## src/rtl/asp_defines.vh

```
// constants of the serial audio port: register offsets, fields, resets, timing
// assumes inclusion by bare name from the rtl files
`ifndef ASP_DEFINES_VH
`define ASP_DEFINES_VH
// register indices (byte address = index * 4)
`define ASP_IDX_RATE      7'h01
`define ASP_IDX_FMT       7'h54
`define ASP_IDX_MODE      7'h5a
`define ASP_IDX_CTRL      7'h70
`define ASP_IDX_STAT      7'h71
`define ASP_IDX_SAMPLE    7'h72
// reset values
`define ASP_RST_RATE      8'h50
`define ASP_RST_FMT       8'h80
`define ASP_RST_MODE      8'h03
`define ASP_RST_CTRL      8'h00
// field positions
`define ASP_FMT_MASTER    7
`define ASP_FMT_RIGHT     4
`define ASP_FMT_WSPOL     3
`define ASP_FMT_NODLY     1
`define ASP_MODE_RFEN     7
`define ASP_MODE_PDN      6
`define ASP_CTRL_RXMODE   0
`define ASP_CTRL_CFGDONE  1
// format codes of the low nibble
`define ASP_FMT_LJ        4'ha
`define ASP_FMT_I2S       4'h0
// clock control codes
`define ASP_MCLK_OFF      2'b00
`define ASP_MCLK_ON       2'b11
// 256 x 32 kHz = 8.192 MHz; 200 MHz / 8.192 MHz ~ 24, half period 12
`define ASP_CLK_HZ        200000000
`define ASP_MCLK_HZ       8192000
`define ASP_MCLK_HALF     ((`ASP_CLK_HZ / `ASP_MCLK_HZ) / 2)
// bit clock = mclk / 256; half a bit clock in mclk half periods
`define ASP_MCLK_RATIO    256
`define ASP_SLOT_BITS     32
`endif

```

## src/rtl/asp_fifo.v

```verilog
// synchronous fifo for captured mono samples
// assumes one clock, synchronous active high reset
`timescale 1ns/10ps
module asp_fifo #(
    parameter WIDTH = 16,
    parameter DEPTH = 16,
    parameter AW    = 4
) (
    input  wire             clk,
    input  wire             rst,
    input  wire             inValid,
    output wire             inReady,
    input  wire [WIDTH-1:0] inData,
    output wire             outValid,
    input  wire             outReady,
    output wire [WIDTH-1:0] outData,
    output wire [AW:0]      level
);
    reg [WIDTH-1:0] mem [0:DEPTH-1];
    reg [AW:0]      wrPtr_r;
    reg [AW:0]      rdPtr_r;
    wire            doWr;
    wire            doRd;

    assign level    = wrPtr_r - rdPtr_r;
    assign inReady  = (level != DEPTH[AW:0]);
    assign outValid = (level != {(AW+1){1'b0}});
    assign outData  = mem[rdPtr_r[AW-1:0]];
    assign doWr     = inValid && inReady;
    assign doRd     = outValid && outReady;

    always @(posedge clk) begin
        if (doWr) begin
            mem[wrPtr_r[AW-1:0]] <= inData;
        end
    end

    always @(posedge clk) begin
        if (rst) begin
            wrPtr_r <= {(AW+1){1'b0}};
            rdPtr_r <= {(AW+1){1'b0}};
        end else begin
            if (doWr) begin
                wrPtr_r <= wrPtr_r + 1'b1;
            end
            if (doRd) begin
                rdPtr_r <= rdPtr_r + 1'b1;
            end
        end
    end
endmodule // asp_fifo

```

## src/rtl/asp_serial_port.v

```verilog
// serial audio port: mclk generation, pin directions, capture of mono samples
// assumes axi4-lite master on clk; audio pins from another domain
//
// The AXI4-Lite register port was left to the implementer.
`timescale 1ns/10ps
`include "asp_defines.vh"
module asp_serial_port (
    input  wire        clk,
    input  wire        rst,
    // axi4-lite slave
    input  wire [8:0]  s_axi_awaddr,
    input  wire        s_axi_awvalid,
    output reg         s_axi_awready,
    input  wire [31:0] s_axi_wdata,
    input  wire [3:0]  s_axi_wstrb,
    input  wire        s_axi_wvalid,
    output reg         s_axi_wready,
    output reg  [1:0]  s_axi_bresp,
    output reg         s_axi_bvalid,
    input  wire        s_axi_bready,
    input  wire [8:0]  s_axi_araddr,
    input  wire        s_axi_arvalid,
    output reg         s_axi_arready,
    output reg  [31:0] s_axi_rdata,
    output reg  [1:0]  s_axi_rresp,
    output reg         s_axi_rvalid,
    input  wire        s_axi_rready,
    // audio pins, output enables active low
    input  wire        bitClkIn,
    output reg         bitClkOut,
    output reg         bitClkOe_n,
    input  wire        wordSelIn,
    output reg         wordSelOut,
    output reg         wordSelOe_n,
    input  wire        dataIn,
    output reg         dataOut,
    output reg         dataOe_n,
    output reg         mclkOut,
    output reg         mclkOe_n,
    // radio and power controls
    output reg         rfEnable,
    output reg         txPowerDown
);
    // ------------------------------------------------------------
    // registers
    // ------------------------------------------------------------
    reg  [7:0]  rate_r;
    reg  [7:0]  fmt_r;
    reg  [7:0]  mode_r;
    reg  [7:0]  ctrl_r;
    reg         awHeld_r;
    reg         wHeld_r;
    reg  [6:0]  awIdx_r;
    reg  [31:0] wData_r;
    reg  [3:0]  wStrb_r;
    reg         overflow_r;
    wire [15:0] fifoData;
    wire        fifoValid;
    wire [4:0]  fifoLevel;
    wire        fifoPop;
    wire        wrGo;
    wire        wrHit;

    assign wrGo  = awHeld_r && wHeld_r && !s_axi_bvalid;
    assign wrHit = (awIdx_r == `ASP_IDX_RATE) || (awIdx_r == `ASP_IDX_FMT) ||
                   (awIdx_r == `ASP_IDX_MODE) || (awIdx_r == `ASP_IDX_CTRL);

    // ------------------------------------------------------------
    // write channel: address and data taken in either order
    // ------------------------------------------------------------
    always @(posedge clk) begin
        if (rst) begin
            awHeld_r      <= 1'b0;
            wHeld_r       <= 1'b0;
            awIdx_r       <= 7'h00;
            wData_r       <= 32'h00000000;
            wStrb_r       <= 4'h0;
            s_axi_awready <= 1'b0;
            s_axi_wready  <= 1'b0;
            s_axi_bvalid  <= 1'b0;
            s_axi_bresp   <= 2'b00;
            rate_r        <= `ASP_RST_RATE;
            fmt_r         <= `ASP_RST_FMT;
            mode_r        <= `ASP_RST_MODE;
            ctrl_r        <= `ASP_RST_CTRL;
        end else begin
            s_axi_awready <= !awHeld_r && !s_axi_awready && s_axi_awvalid;
            s_axi_wready  <= !wHeld_r && !s_axi_wready && s_axi_wvalid;
            if (s_axi_awvalid && s_axi_awready) begin
                awHeld_r <= 1'b1;
                awIdx_r  <= s_axi_awaddr[8:2];
            end
            if (s_axi_wvalid && s_axi_wready) begin
                wHeld_r <= 1'b1;
                wData_r <= s_axi_wdata;
                wStrb_r <= s_axi_wstrb;
            end
            if (wrGo) begin
                awHeld_r     <= 1'b0;
                wHeld_r      <= 1'b0;
                s_axi_bvalid <= 1'b1;
                s_axi_bresp  <= wrHit ? 2'b00 : 2'b10;
                if (wStrb_r[0]) begin
                    case (awIdx_r)
                        `ASP_IDX_RATE: rate_r <= wData_r[7:0];
                        `ASP_IDX_FMT:  fmt_r  <= wData_r[7:0];
                        `ASP_IDX_MODE: mode_r <= wData_r[7:0];
                        `ASP_IDX_CTRL: ctrl_r <= wData_r[7:0];
                        default:       ctrl_r <= ctrl_r;
                    endcase
                end
            end else if (s_axi_bvalid && s_axi_bready) begin
                s_axi_bvalid <= 1'b0;
            end
        end
    end

    // ------------------------------------------------------------
    // read channel; sample register read pops the fifo
    // ------------------------------------------------------------
    assign fifoPop = s_axi_arvalid && s_axi_arready &&
                     (s_axi_araddr[8:2] == `ASP_IDX_SAMPLE);

    always @(posedge clk) begin
        if (rst) begin
            s_axi_arready <= 1'b0;
            s_axi_rvalid  <= 1'b0;
            s_axi_rdata   <= 32'h00000000;
            s_axi_rresp   <= 2'b00;
        end else begin
            s_axi_arready <= !s_axi_arready && !s_axi_rvalid && s_axi_arvalid;
            if (s_axi_arvalid && s_axi_arready) begin
                s_axi_rvalid <= 1'b1;
                s_axi_rresp  <= 2'b00;
                case (s_axi_araddr[8:2])
                    `ASP_IDX_RATE:   s_axi_rdata <= {24'h000000, rate_r};
                    `ASP_IDX_FMT:    s_axi_rdata <= {24'h000000, fmt_r};
                    `ASP_IDX_MODE:   s_axi_rdata <= {24'h000000, mode_r};
                    `ASP_IDX_CTRL:   s_axi_rdata <= {24'h000000, ctrl_r};
                    `ASP_IDX_STAT:   s_axi_rdata <= {25'h0000000, overflow_r,
                                                     fifoValid, fifoLevel};
                    `ASP_IDX_SAMPLE: s_axi_rdata <= {fifoValid, 15'h0000, fifoData};
                    default: begin
                        s_axi_rdata <= 32'h00000000;
                        s_axi_rresp <= 2'b10;
                    end
                endcase
            end else if (s_axi_rvalid && s_axi_rready) begin
                s_axi_rvalid <= 1'b0;
            end
        end
    end

    // ------------------------------------------------------------
    // master clock and derived bit clock / word select
    // ------------------------------------------------------------
    reg  [4:0] mclkDiv_r;
    reg        mclkPh_r;
    reg  [7:0] bclkDiv_r;
    reg  [5:0] slot_r;
    wire       mclkEn  = (mode_r[1:0] == `ASP_MCLK_ON);
    wire       mclkTick = (mclkDiv_r == `ASP_MCLK_HALF - 1);
    wire       isMaster = ctrl_r[`ASP_CTRL_RXMODE] || fmt_r[`ASP_FMT_MASTER];
    // one bit clock = 256 mclk periods = 512 mclk half periods
    wire       bclkHalf = mclkTick && (bclkDiv_r == 8'hff);
    wire       intBclk  = slot_r[0];
    wire [4:0] bitPos   = slot_r[5:1];

    always @(posedge clk) begin
        if (rst) begin
            mclkDiv_r <= 5'h00;
            mclkPh_r  <= 1'b0;
            bclkDiv_r <= 8'h00;
            slot_r    <= 6'h00;
        end else if (!mclkEn) begin
            mclkDiv_r <= 5'h00;
            mclkPh_r  <= 1'b0;
            bclkDiv_r <= 8'h00;
            slot_r    <= 6'h00;
        end else begin
            mclkDiv_r <= mclkTick ? 5'h00 : mclkDiv_r + 5'h01;
            if (mclkTick) begin
                mclkPh_r  <= !mclkPh_r;
                bclkDiv_r <= bclkDiv_r + 8'h01;
            end
            if (bclkHalf) begin
                slot_r <= slot_r + 6'h01;
            end
        end
    end

    // ------------------------------------------------------------
    // pin synchronisers
    // ------------------------------------------------------------
    reg [2:0] pinMeta_r;
    reg [2:0] pinSync_r;
    reg       bclkPrev_r;
    reg       wsPrev_r;
    reg       wsOutInt;
    wire      curBclk  = isMaster ? intBclk : pinSync_r[2];
    wire      curWs    = isMaster ? wsOutInt : pinSync_r[1];
    wire      bclkRise = curBclk && !bclkPrev_r;
    always @(posedge clk) begin
        if (rst) begin
            pinMeta_r  <= 3'h0;
            pinSync_r  <= 3'h0;
            bclkPrev_r <= 1'b0;
            wsPrev_r   <= 1'b0;
        end else begin
            pinMeta_r  <= {bitClkIn, wordSelIn, dataIn};
            pinSync_r  <= pinMeta_r;
            bclkPrev_r <= curBclk;
            if (bclkRise) begin
                wsPrev_r <= curWs;                           // ws as of the last rise
            end
        end
    end

    // ------------------------------------------------------------
    // capture: rising bit clock edge, msb per delay bit, mono select
    // ------------------------------------------------------------
    wire       leftNow  = (curWs == fmt_r[`ASP_FMT_WSPOL]);
    wire       wantSide = fmt_r[`ASP_FMT_RIGHT] ? !leftNow : leftNow;
    // left-justified forces zero delay; i2s forces one bit of delay; other codes use the delay bit
    wire       noDelay  = (fmt_r[3:0] == `ASP_FMT_LJ) ||
                          ((fmt_r[3:0] != `ASP_FMT_I2S) &&
                           fmt_r[`ASP_FMT_NODLY]);
    reg  [4:0] bitCnt_r;
    reg  [15:0] shift_r;
    reg        pending_r;
    reg        wsSeen_r;
    wire       fifoInReady;
    wire       capEn = !mode_r[`ASP_MODE_PDN] && !ctrl_r[`ASP_CTRL_RXMODE];

    always @* begin
        wsOutInt = fmt_r[`ASP_FMT_WSPOL];
        if (bitPos[4] == 1'b1) begin
            wsOutInt = !fmt_r[`ASP_FMT_WSPOL];
        end
    end

    always @(posedge clk) begin
        if (rst) begin
            bitCnt_r   <= 5'h00;
            shift_r    <= 16'h0000;
            pending_r  <= 1'b0;
            wsSeen_r   <= 1'b0;
            overflow_r <= 1'b0;
        end else begin
            if (pending_r && fifoInReady) begin
                pending_r <= 1'b0;
            end
            if (bclkRise && capEn) begin
                if (curWs != wsPrev_r) begin
                    wsSeen_r <= 1'b1;
                    bitCnt_r <= noDelay ? 5'h01 : 5'h00;
                    if (noDelay && wantSide) begin
                        shift_r <= {15'h0000, pinSync_r[0]};
                    end
                end else begin
                    if (bitCnt_r != 5'h1f) begin
                        bitCnt_r <= bitCnt_r + 5'h01;
                    end
                    // bitCnt_r is the index of the bit taken at this rise
                    if (wantSide && wsSeen_r && bitCnt_r <= 5'h0f) begin
                        shift_r <= {shift_r[14:0], pinSync_r[0]};
                    end
                    if (wantSide && wsSeen_r && bitCnt_r == 5'h0f) begin
                        if (pending_r && !fifoInReady) begin
                            overflow_r <= 1'b1;
                        end
                        pending_r <= 1'b1;
                    end
                end
            end
            if (wrGo && wStrb_r[0] && awIdx_r == `ASP_IDX_STAT &&
                wData_r[6] && !(pending_r && !fifoInReady)) begin
                overflow_r <= 1'b0;
            end
        end
    end

    asp_fifo #(
        .WIDTH (16),
        .DEPTH (16),
        .AW    (4)
    ) u_fifo (
        .clk      (clk),
        .rst      (rst),
        .inValid  (pending_r),
        .inReady  (fifoInReady),
        .inData   (shift_r),
        .outValid (fifoValid),
        .outReady (fifoPop),
        .outData  (fifoData),
        .level    (fifoLevel)
    );

    // ------------------------------------------------------------
    // pin drivers and directions
    // ------------------------------------------------------------
    always @(posedge clk) begin
        if (rst) begin
            bitClkOe_n  <= 1'b1;
            wordSelOe_n <= 1'b1;
            dataOe_n    <= 1'b1;
            mclkOe_n    <= 1'b1;
            bitClkOut   <= 1'b0;
            wordSelOut  <= 1'b0;
            dataOut     <= 1'b0;
            mclkOut     <= 1'b0;
            rfEnable    <= 1'b0;
            txPowerDown <= 1'b0;
        end else begin
            if (ctrl_r[`ASP_CTRL_CFGDONE]) begin
                mclkOe_n    <= 1'b0;
                bitClkOe_n  <= !isMaster;
                wordSelOe_n <= !isMaster;
                dataOe_n    <= !ctrl_r[`ASP_CTRL_RXMODE];
            end
            mclkOut     <= mclkPh_r;
            bitClkOut   <= intBclk;
            wordSelOut  <= wsOutInt;
            dataOut     <= 1'b0;
            rfEnable    <= mode_r[`ASP_MODE_RFEN];
            txPowerDown <= mode_r[`ASP_MODE_PDN];
        end
    end
endmodule // asp_serial_port

```

## config.mk

```make
export PLATFORM = sky130hd
export DESIGN_NAME = asp_serial_port
export DESIGN_NICKNAME = d
export VERILOG_FILES = /design/src/rtl/asp_fifo.v /design/src/rtl/asp_serial_port.v
export VERILOG_INCLUDE_DIRS = /design/src /design/src/rtl
export SDC_FILE = /design/constraint.sdc
export NUM_CORES = 1
export LEC_CHECK = 0
export BUFFER_PORTS_ARGS = -buffer_cell sky130_fd_sc_hd__buf_2
export CORE_ASPECT_RATIO = 2
export CORE_MARGIN = 2
export CORE_UTILIZATION = 55
export DETAILED_ROUTE_END_ITERATION = 16
export MAX_ROUTING_LAYER = met4
export PLACE_DENSITY_LB_ADDON = 0.25
export SLEW_MARGIN = 5
export SYNTH_ARGS = -nofsm -noshare
export SYNTH_HDL_FRONTEND = slang
export SYNTH_SLANG_ARGS = --single-unit
```

## constraint.sdc

```tcl
create_clock -name clk -period 5.7 [get_ports clk]
set_clock_uncertainty 0.15 [all_clocks]
set_input_delay 0.57 -clock clk [delete_from_list [all_inputs] [get_ports clk]]
set_output_delay 0.57 -clock clk [all_outputs]
set_load 0.01 [all_outputs]
```

# Yosys cells after proc, flatten, opt, wreduce, memory -nomap -nowiden
# Memories as Yosys holds them, arrays and structs flattened. A register that Yosys moved wholly into a read port is not among the register bits.
# Index checks and enable logic that the tools add are counted.
[op_classes]
addsub = 7
multipliers = 0
div = 0
n_lt_le_gt_ge = 1
eq_ne = 21
shift = 0
mux = 25
bitwise_logic = 2
n_reduce_logical = 70
[op_table]
columns = ["operator", "n"]
rows = [
  ["$pmux 32 s6", 1],
  ["$eq 7x7->1 const B", 9],
  ["$mux 16", 3],
  ["$logic_and 1x1->1", 30],
  ["$add 5x1->5 const B", 4],
  ["$logic_not 1->1", 16],
  ["$mux 1", 15],
  ["$reduce_and 3->1", 5],
  ["$eq 7x1->1 const B", 2],
  ["$eq 5x4->1 const B", 2],
  ["$mux 5", 2],
  ["$ne 5x5->1 const B", 2],
  ["$add 8x1->8 const B", 1],
  ["$eq 8x8->1 const B", 1],
  ["$mux 4", 2],
  ["$reduce_bool 2->1", 4],
  ["$add 6x1->6 const B", 1],
  ["$reduce_or 2->1", 3],
  ["$reduce_or 6->1", 1],
  ["$le 5x4->1 const B", 1],
  ["$logic_or 1x1->1", 5],
  ["$reduce_bool 5->1", 1],
  ["$sub 5x5->5", 1],
  ["$eq 4x4->1 const B", 1],
  ["other kinds (10)", 13],
]
[word_totals]
register_bits = 161
latchBits = 0
ramBits = 256
romBits = 0
input_bits = 64
output_inout_bits = 51
elab_cells = 167
n_memories = 1
[memory_table]
columns = ["name", "depth", "width", "rd", "rd_ports_with_merged_regs", "wr", "line_no", "source"]
rows = [
  ["u_fifo.mem", 16, 16, 1, 1, 1, "asp_fifo.v:19", "reg [WIDTH-1:0] mem [0:DEPTH-1];"],
]

# Logic depth before layout (Yosys ltp)
[depth]
depth_word = 11
mapped_depth = 10
mapped_depth_nobuf = 10

# By module
# From an unflattened synthesis, not the netlist that was laid out.
[unflattened]
cells_unflattened = 1098
hier_area_um2 = 16345.7
[by_module_without_submodules]
columns = ["module", "instances", "cells_per_inst", "area_per_inst_um2", "seq_area_each_um2"]
rows = [
  ["asp_fifo", 1, 469, 10571.4, 7967.6],
  ["asp_serial_port", 1, 629, 5774.3, 2682.6],
]

# Worst setup path after synthesis
# No wires, ideal clock.
[synth_path]
kind = "reg-to-reg"
startpoint = "register u_fifo.wrPtr_r[0]"
endpoint = "memory u_fifo.mem[3][0] (enable)"
setup_time_ns = 0.409
arrival_time_ns = 3.086
required_time_ns = 5.141
slack_ns = 2.055
path_stages_with_launch = 10
path_cell_list = "dfxtp_1 -> inv_1 -> ha_1 -> inv_1 -> fa_1 -> a21o_1 -> a21oi_1 -> xor2_1 -> o211ai_1 -> nor3_1"
[synth_between]
elab_chain_cells = 5
[synth_lines]
columns = ["item", "line_no", "source"]
rows = [
  ["start, declared", "asp_fifo.v:20", "reg [AW:0] wrPtr_r;"],
  ["start signal, assigned", "asp_fifo.v:40", "wrPtr_r <= {(AW+1){1'b0}};"],
  ["start signal, assigned", "asp_fifo.v:44", "wrPtr_r <= wrPtr_r + 1'b1;"],
  ["$sub 5x5->5", "asp_fifo.v:25", "assign level = wrPtr_r - rdPtr_r;"],
  ["$ne 5x5->1", "asp_fifo.v:26", "assign inReady = (level != DEPTH[AW:0]);"],
  ["$logic_and 1x1->1", "asp_fifo.v:29", "assign doWr = inValid && inReady;"],
  ["$mux 1", "asp_fifo.v:33", "if (doWr) begin"],
  ["$mux 1 (not written as such)", "asp_fifo.v:34", "mem[wrPtr_r[AW-1:0]] <= inData;"],
  ["end, declared", "asp_fifo.v:19", ""],
]
# Parallel ways exist; a longest one is shown, timed or not.

# Final worst setup path
[layout_path]
startpoint = "register u_fifo.wrPtr_r[0]"
endpoint = "memory u_fifo.mem[12][8] (enable)"
# The elaborated chain is that of the path after synthesis.

==> metrics <==
Logic pwr share 1.4%; Syn Area/Cell 14.54 µm²; DR vias/cell 5.989; final WL 34.96 mm; Final setup viols 0; Fmax 253.7 MHz; CTS tree built; Placed Area 16,650 µm²; gpl congestion 0.8557; # DRC 0; critical path class register to register; Diodes inserted 0; Worst setup SP type register; R2R Path Start u_fifo.wrPtr_r[0]; Seq pwr share 56.5%; worst-path fanout max 16; Clock Pin Slew Worst Setup and Hold Paths 0.06 ns; Sw Share 20.01%; Final Cell Area 17,740 µm²; WL met2 19.30 mm; Max Cap Violations 0; first-pass GRT wire length 53.32 mm; die footprint 30,760 µm²; Required @ worst endpoint 5.69 ns; RR Endpoint u_fifo.mem[12][8]; RSZ-0062 raised after global routing false; minimum clock period 3.941 ns; metal1 wirelength 12.57 mm; GR Overflow Total 0; Die Wd 125.0 µm; commonest non-fill, non-tap cell in the layout edfxtp_1; Post-CTS Hold Fix Bufs 0; htree depth 2; register area share after synthesis 66.11%; CP cell instances inv_1 > ha_1 > inv_1 > fa_1 > xor2_1 > nor4_1 > mux2i_1 > o21a_1 > and3_1; drt wl/cell 22.54 µm; highest routed layer met4; # clock sinks 404; hold path start wordSelIn; crit path launch u_fifo.wrPtr_r[0]; IO Port Bufs 65; clock group share of total power 42.1%; synthesized area 16,110 µm²; Syn Inst Count 1,108; Final Cycle Share 69.15%; met3 wire length 1.200 mm; CP max-delay cell and3_1; crit end category register; synth unique cells 64; TritonCTS Buffers 35; status finished, final reports clean; worst skew pair latency 0.54 ns; CP Data Arrival Time 3.93 ns; CTS resizes 0; total power per unit cell area 308.9 nW/µm²; synthesized flop and latch total 404; root buffer cell clkbuf_16; DRT Pass-1 Iters 5; Row Count 88; Post-synth EDFFs 256; Top delay family on crit path simple AND/OR/NAND/NOR gates; hold crit path type input port to register; Die Ht 246.0 µm; setup_tns 0 ns; Peak VDD IR 219.5 µV; setup bufs post-CTS 0; vias in the first global route 9,335; Clock Path Buffers 3; layout cell share with drive strength beyond 1 18.81%; Synth Flop Type edfxtp_1; vias 9,289; ys async rst share 0%; most used cell, CP inv_1; DRT iter0 DRCs 667; Yosys Warn Count 0; Hold Crit Depth 2; Slew HR 20.70%; leakage 6.207 nW; starting density of the core 55.84%; final net count 1,245; Switch Pwr 1.097 mW; R2R cell count 9; crit path buf inv count 2; fill cell count 2,165; largest net degree at the start of global routing 95; antenna violations before repair 0; Slew @ Worst Pin 1.189 ns; Final Slew Violations 0; Int Power 4.384 mW; R2R Setup Slk 1.76 ns; I/O Pins 115; Total GRT Usage 23.62%; antenna-violating nets left 0; slowest stage delay, CP 1.04 ns; highest-count cells in the layout ignoring fill and taps 256 x edfxtp_1, 144 x dfxtp_1, 88 x nor2_1, 88 x nand2_1, 70 x mux4_2; Hold Vio Cnt, Final 0; Worst Hold Endpoint pinMeta_r[1]; P&R area growth vs syn 10.15%; Detail Placement HPWL 22.36 mm; core area 28,850 µm²
Yosys cell counts (all sizes together), types with 3 or more instances:
| library cell | number | area (µm²) |
|---|---|---|
| edfxtp | 256 | 7687 |
| dfxtp | 148 | 2963 |
| nand2 | 89 | 336.6 |
| nor2 | 89 | 334.1 |
| mux4 | 70 | 1577 |
| buf | 49 | 317.8 |
| mux2i | 49 | 490.5 |
| a21oi | 41 | 205.2 |
| o21ai | 37 | 185.2 |
| clkbuf | 26 | 97.59 |
| nand3 | 22 | 110.1 |
| and3 | 20 | 125.1 |
| nor2b | 18 | 112.6 |
| o22ai | 17 | 106.4 |
| xor2 | 17 | 148.9 |
| ha | 15 | 187.7 |
| inv | 15 | 56.30 |
| xnor2 | 13 | 113.9 |
| mux2 | 12 | 138.9 |
| a22oi | 11 | 82.58 |
| and2 | 9 | 56.31 |
| nor3 | 8 | 50.05 |
| and4 | 7 | 61.31 |
| nor4b | 7 | 67.56 |
| a211oi | 6 | 57.56 |
| a32oi | 5 | 43.79 |
| o211ai | 5 | 37.54 |
| nand4 | 4 | 25.02 |
| nor4 | 4 | 25.02 |
| a211o | 3 | 26.28 |
| nand2b | 3 | 18.77 |
| or3 | 3 | 18.77 |
cells by family (layout without fill, tap and decap cells):
kind of cell	after synthesis	after routing	share of synthesized area, %
compound gates	140	140	5.375
xor+xnor	30	30	1.631
fa+ha+maj	16	16	1.289
buf+inv	91	157	2.951
flops	404	404	66.11
mux	131	131	13.69
other cells	1	18	0.02328
simple gates	295	295	8.924
state kept, by name, summed over array words and instances (netlist names), 5 cells and up, named ones only:
name and flops:
u_fifo.wrPtr_r 5, s_axi_rdata 17, shift_r 16, slot_r 6, mclkDiv_r 5, u_fifo.rdPtr_r 5
bitCnt_r 5, rate_r 8, ctrl_r 8, fmt_r 8, wData_r 8, awIdx_r 7
bclkDiv_r 8, u_fifo.mem 256, mode_r 8
layer usage:
metal	up-vias	global-route usage (%)
met5	-	-
met4	0	11.93
met3	103	2.845
met2	245	43.11
met1	4681	25.06
li1	4260	-
stage by stage:
stage          cells  util [%]  power, mW  hold slack (ns)  setup slack, ns
2_1_floorplan   1125         -      3.214           0.2638            2.055
3_3_place_gp    1488     57.72      3.237           0.2780            1.780
3_5_place_dp    1488     57.72      3.238           0.2912            1.808
4_1_cts         1551     61.51      5.521          0.08919            1.805
5_1_grt         1551     61.51      5.636           0.1076            1.543
6_report        1551     61.51      5.481          0.09913            1.759
power groups by stage:
stage          Clock (mW)  Combinational [mW]  Sequential (mW)
6_report             2.31              0.0791             3.09
5_1_grt              2.45              0.0879             3.09
4_1_cts              2.35              0.0793             3.09
3_5_place_dp            0              0.0790             3.16
3_3_place_gp            0              0.0776             3.16
2_1_floorplan           0              0.0572             3.16
worst reg2reg max path: cells and delay by family (launching register included):
family | cells | cell delay, ns
and+or+nand+nor | 2 | 1.11
adders and majority gates | 2 | 0.62
AOI/OAI and AO/OA | 1 | 0.47
muxes | 1 | 0.43
DFF | 1 | 0.36
xor gates and xnor gates | 1 | 0.24
buffers and inverters | 2 | 0.18
area by class of cell:
class / count / area (µm²) / area share, %
Clock buffer: 54 / 1010 / 5.690
Clock inverter: 9 / 83.83 / 0.4724
Inverter: 16 / 60.06 / 0.3385
Multi-Input combinational cell: 630 / 5057 / 28.50
Sequential cell: 404 / 10660 / 60.06
Tap cell: 360 / 450.4 / 2.538
Timing Repair Buffer: 78 / 425.4 / 2.397
worst max-delay path by stage:
| stage | to | slack [ns] | cells past startpoint |
|---|---|---|---|
| 2_1_floorplan | u_fifo.mem[3][0] | 2.06 | 9 |
| 3_3_place_gp | u_fifo.mem[14][15] | 1.78 | 9 |
| 3_5_place_dp | u_fifo.mem[12][15] | 1.81 | 9 |
| 4_1_cts | u_fifo.mem[12][15] | 1.80 | 9 |
| 5_1_grt | u_fifo.mem[12][1] | 1.54 | 9 |
| 6_report | u_fifo.mem[12][8] | 1.76 | 9 |
No activity file was read; power rests on OpenSTA's default activity.
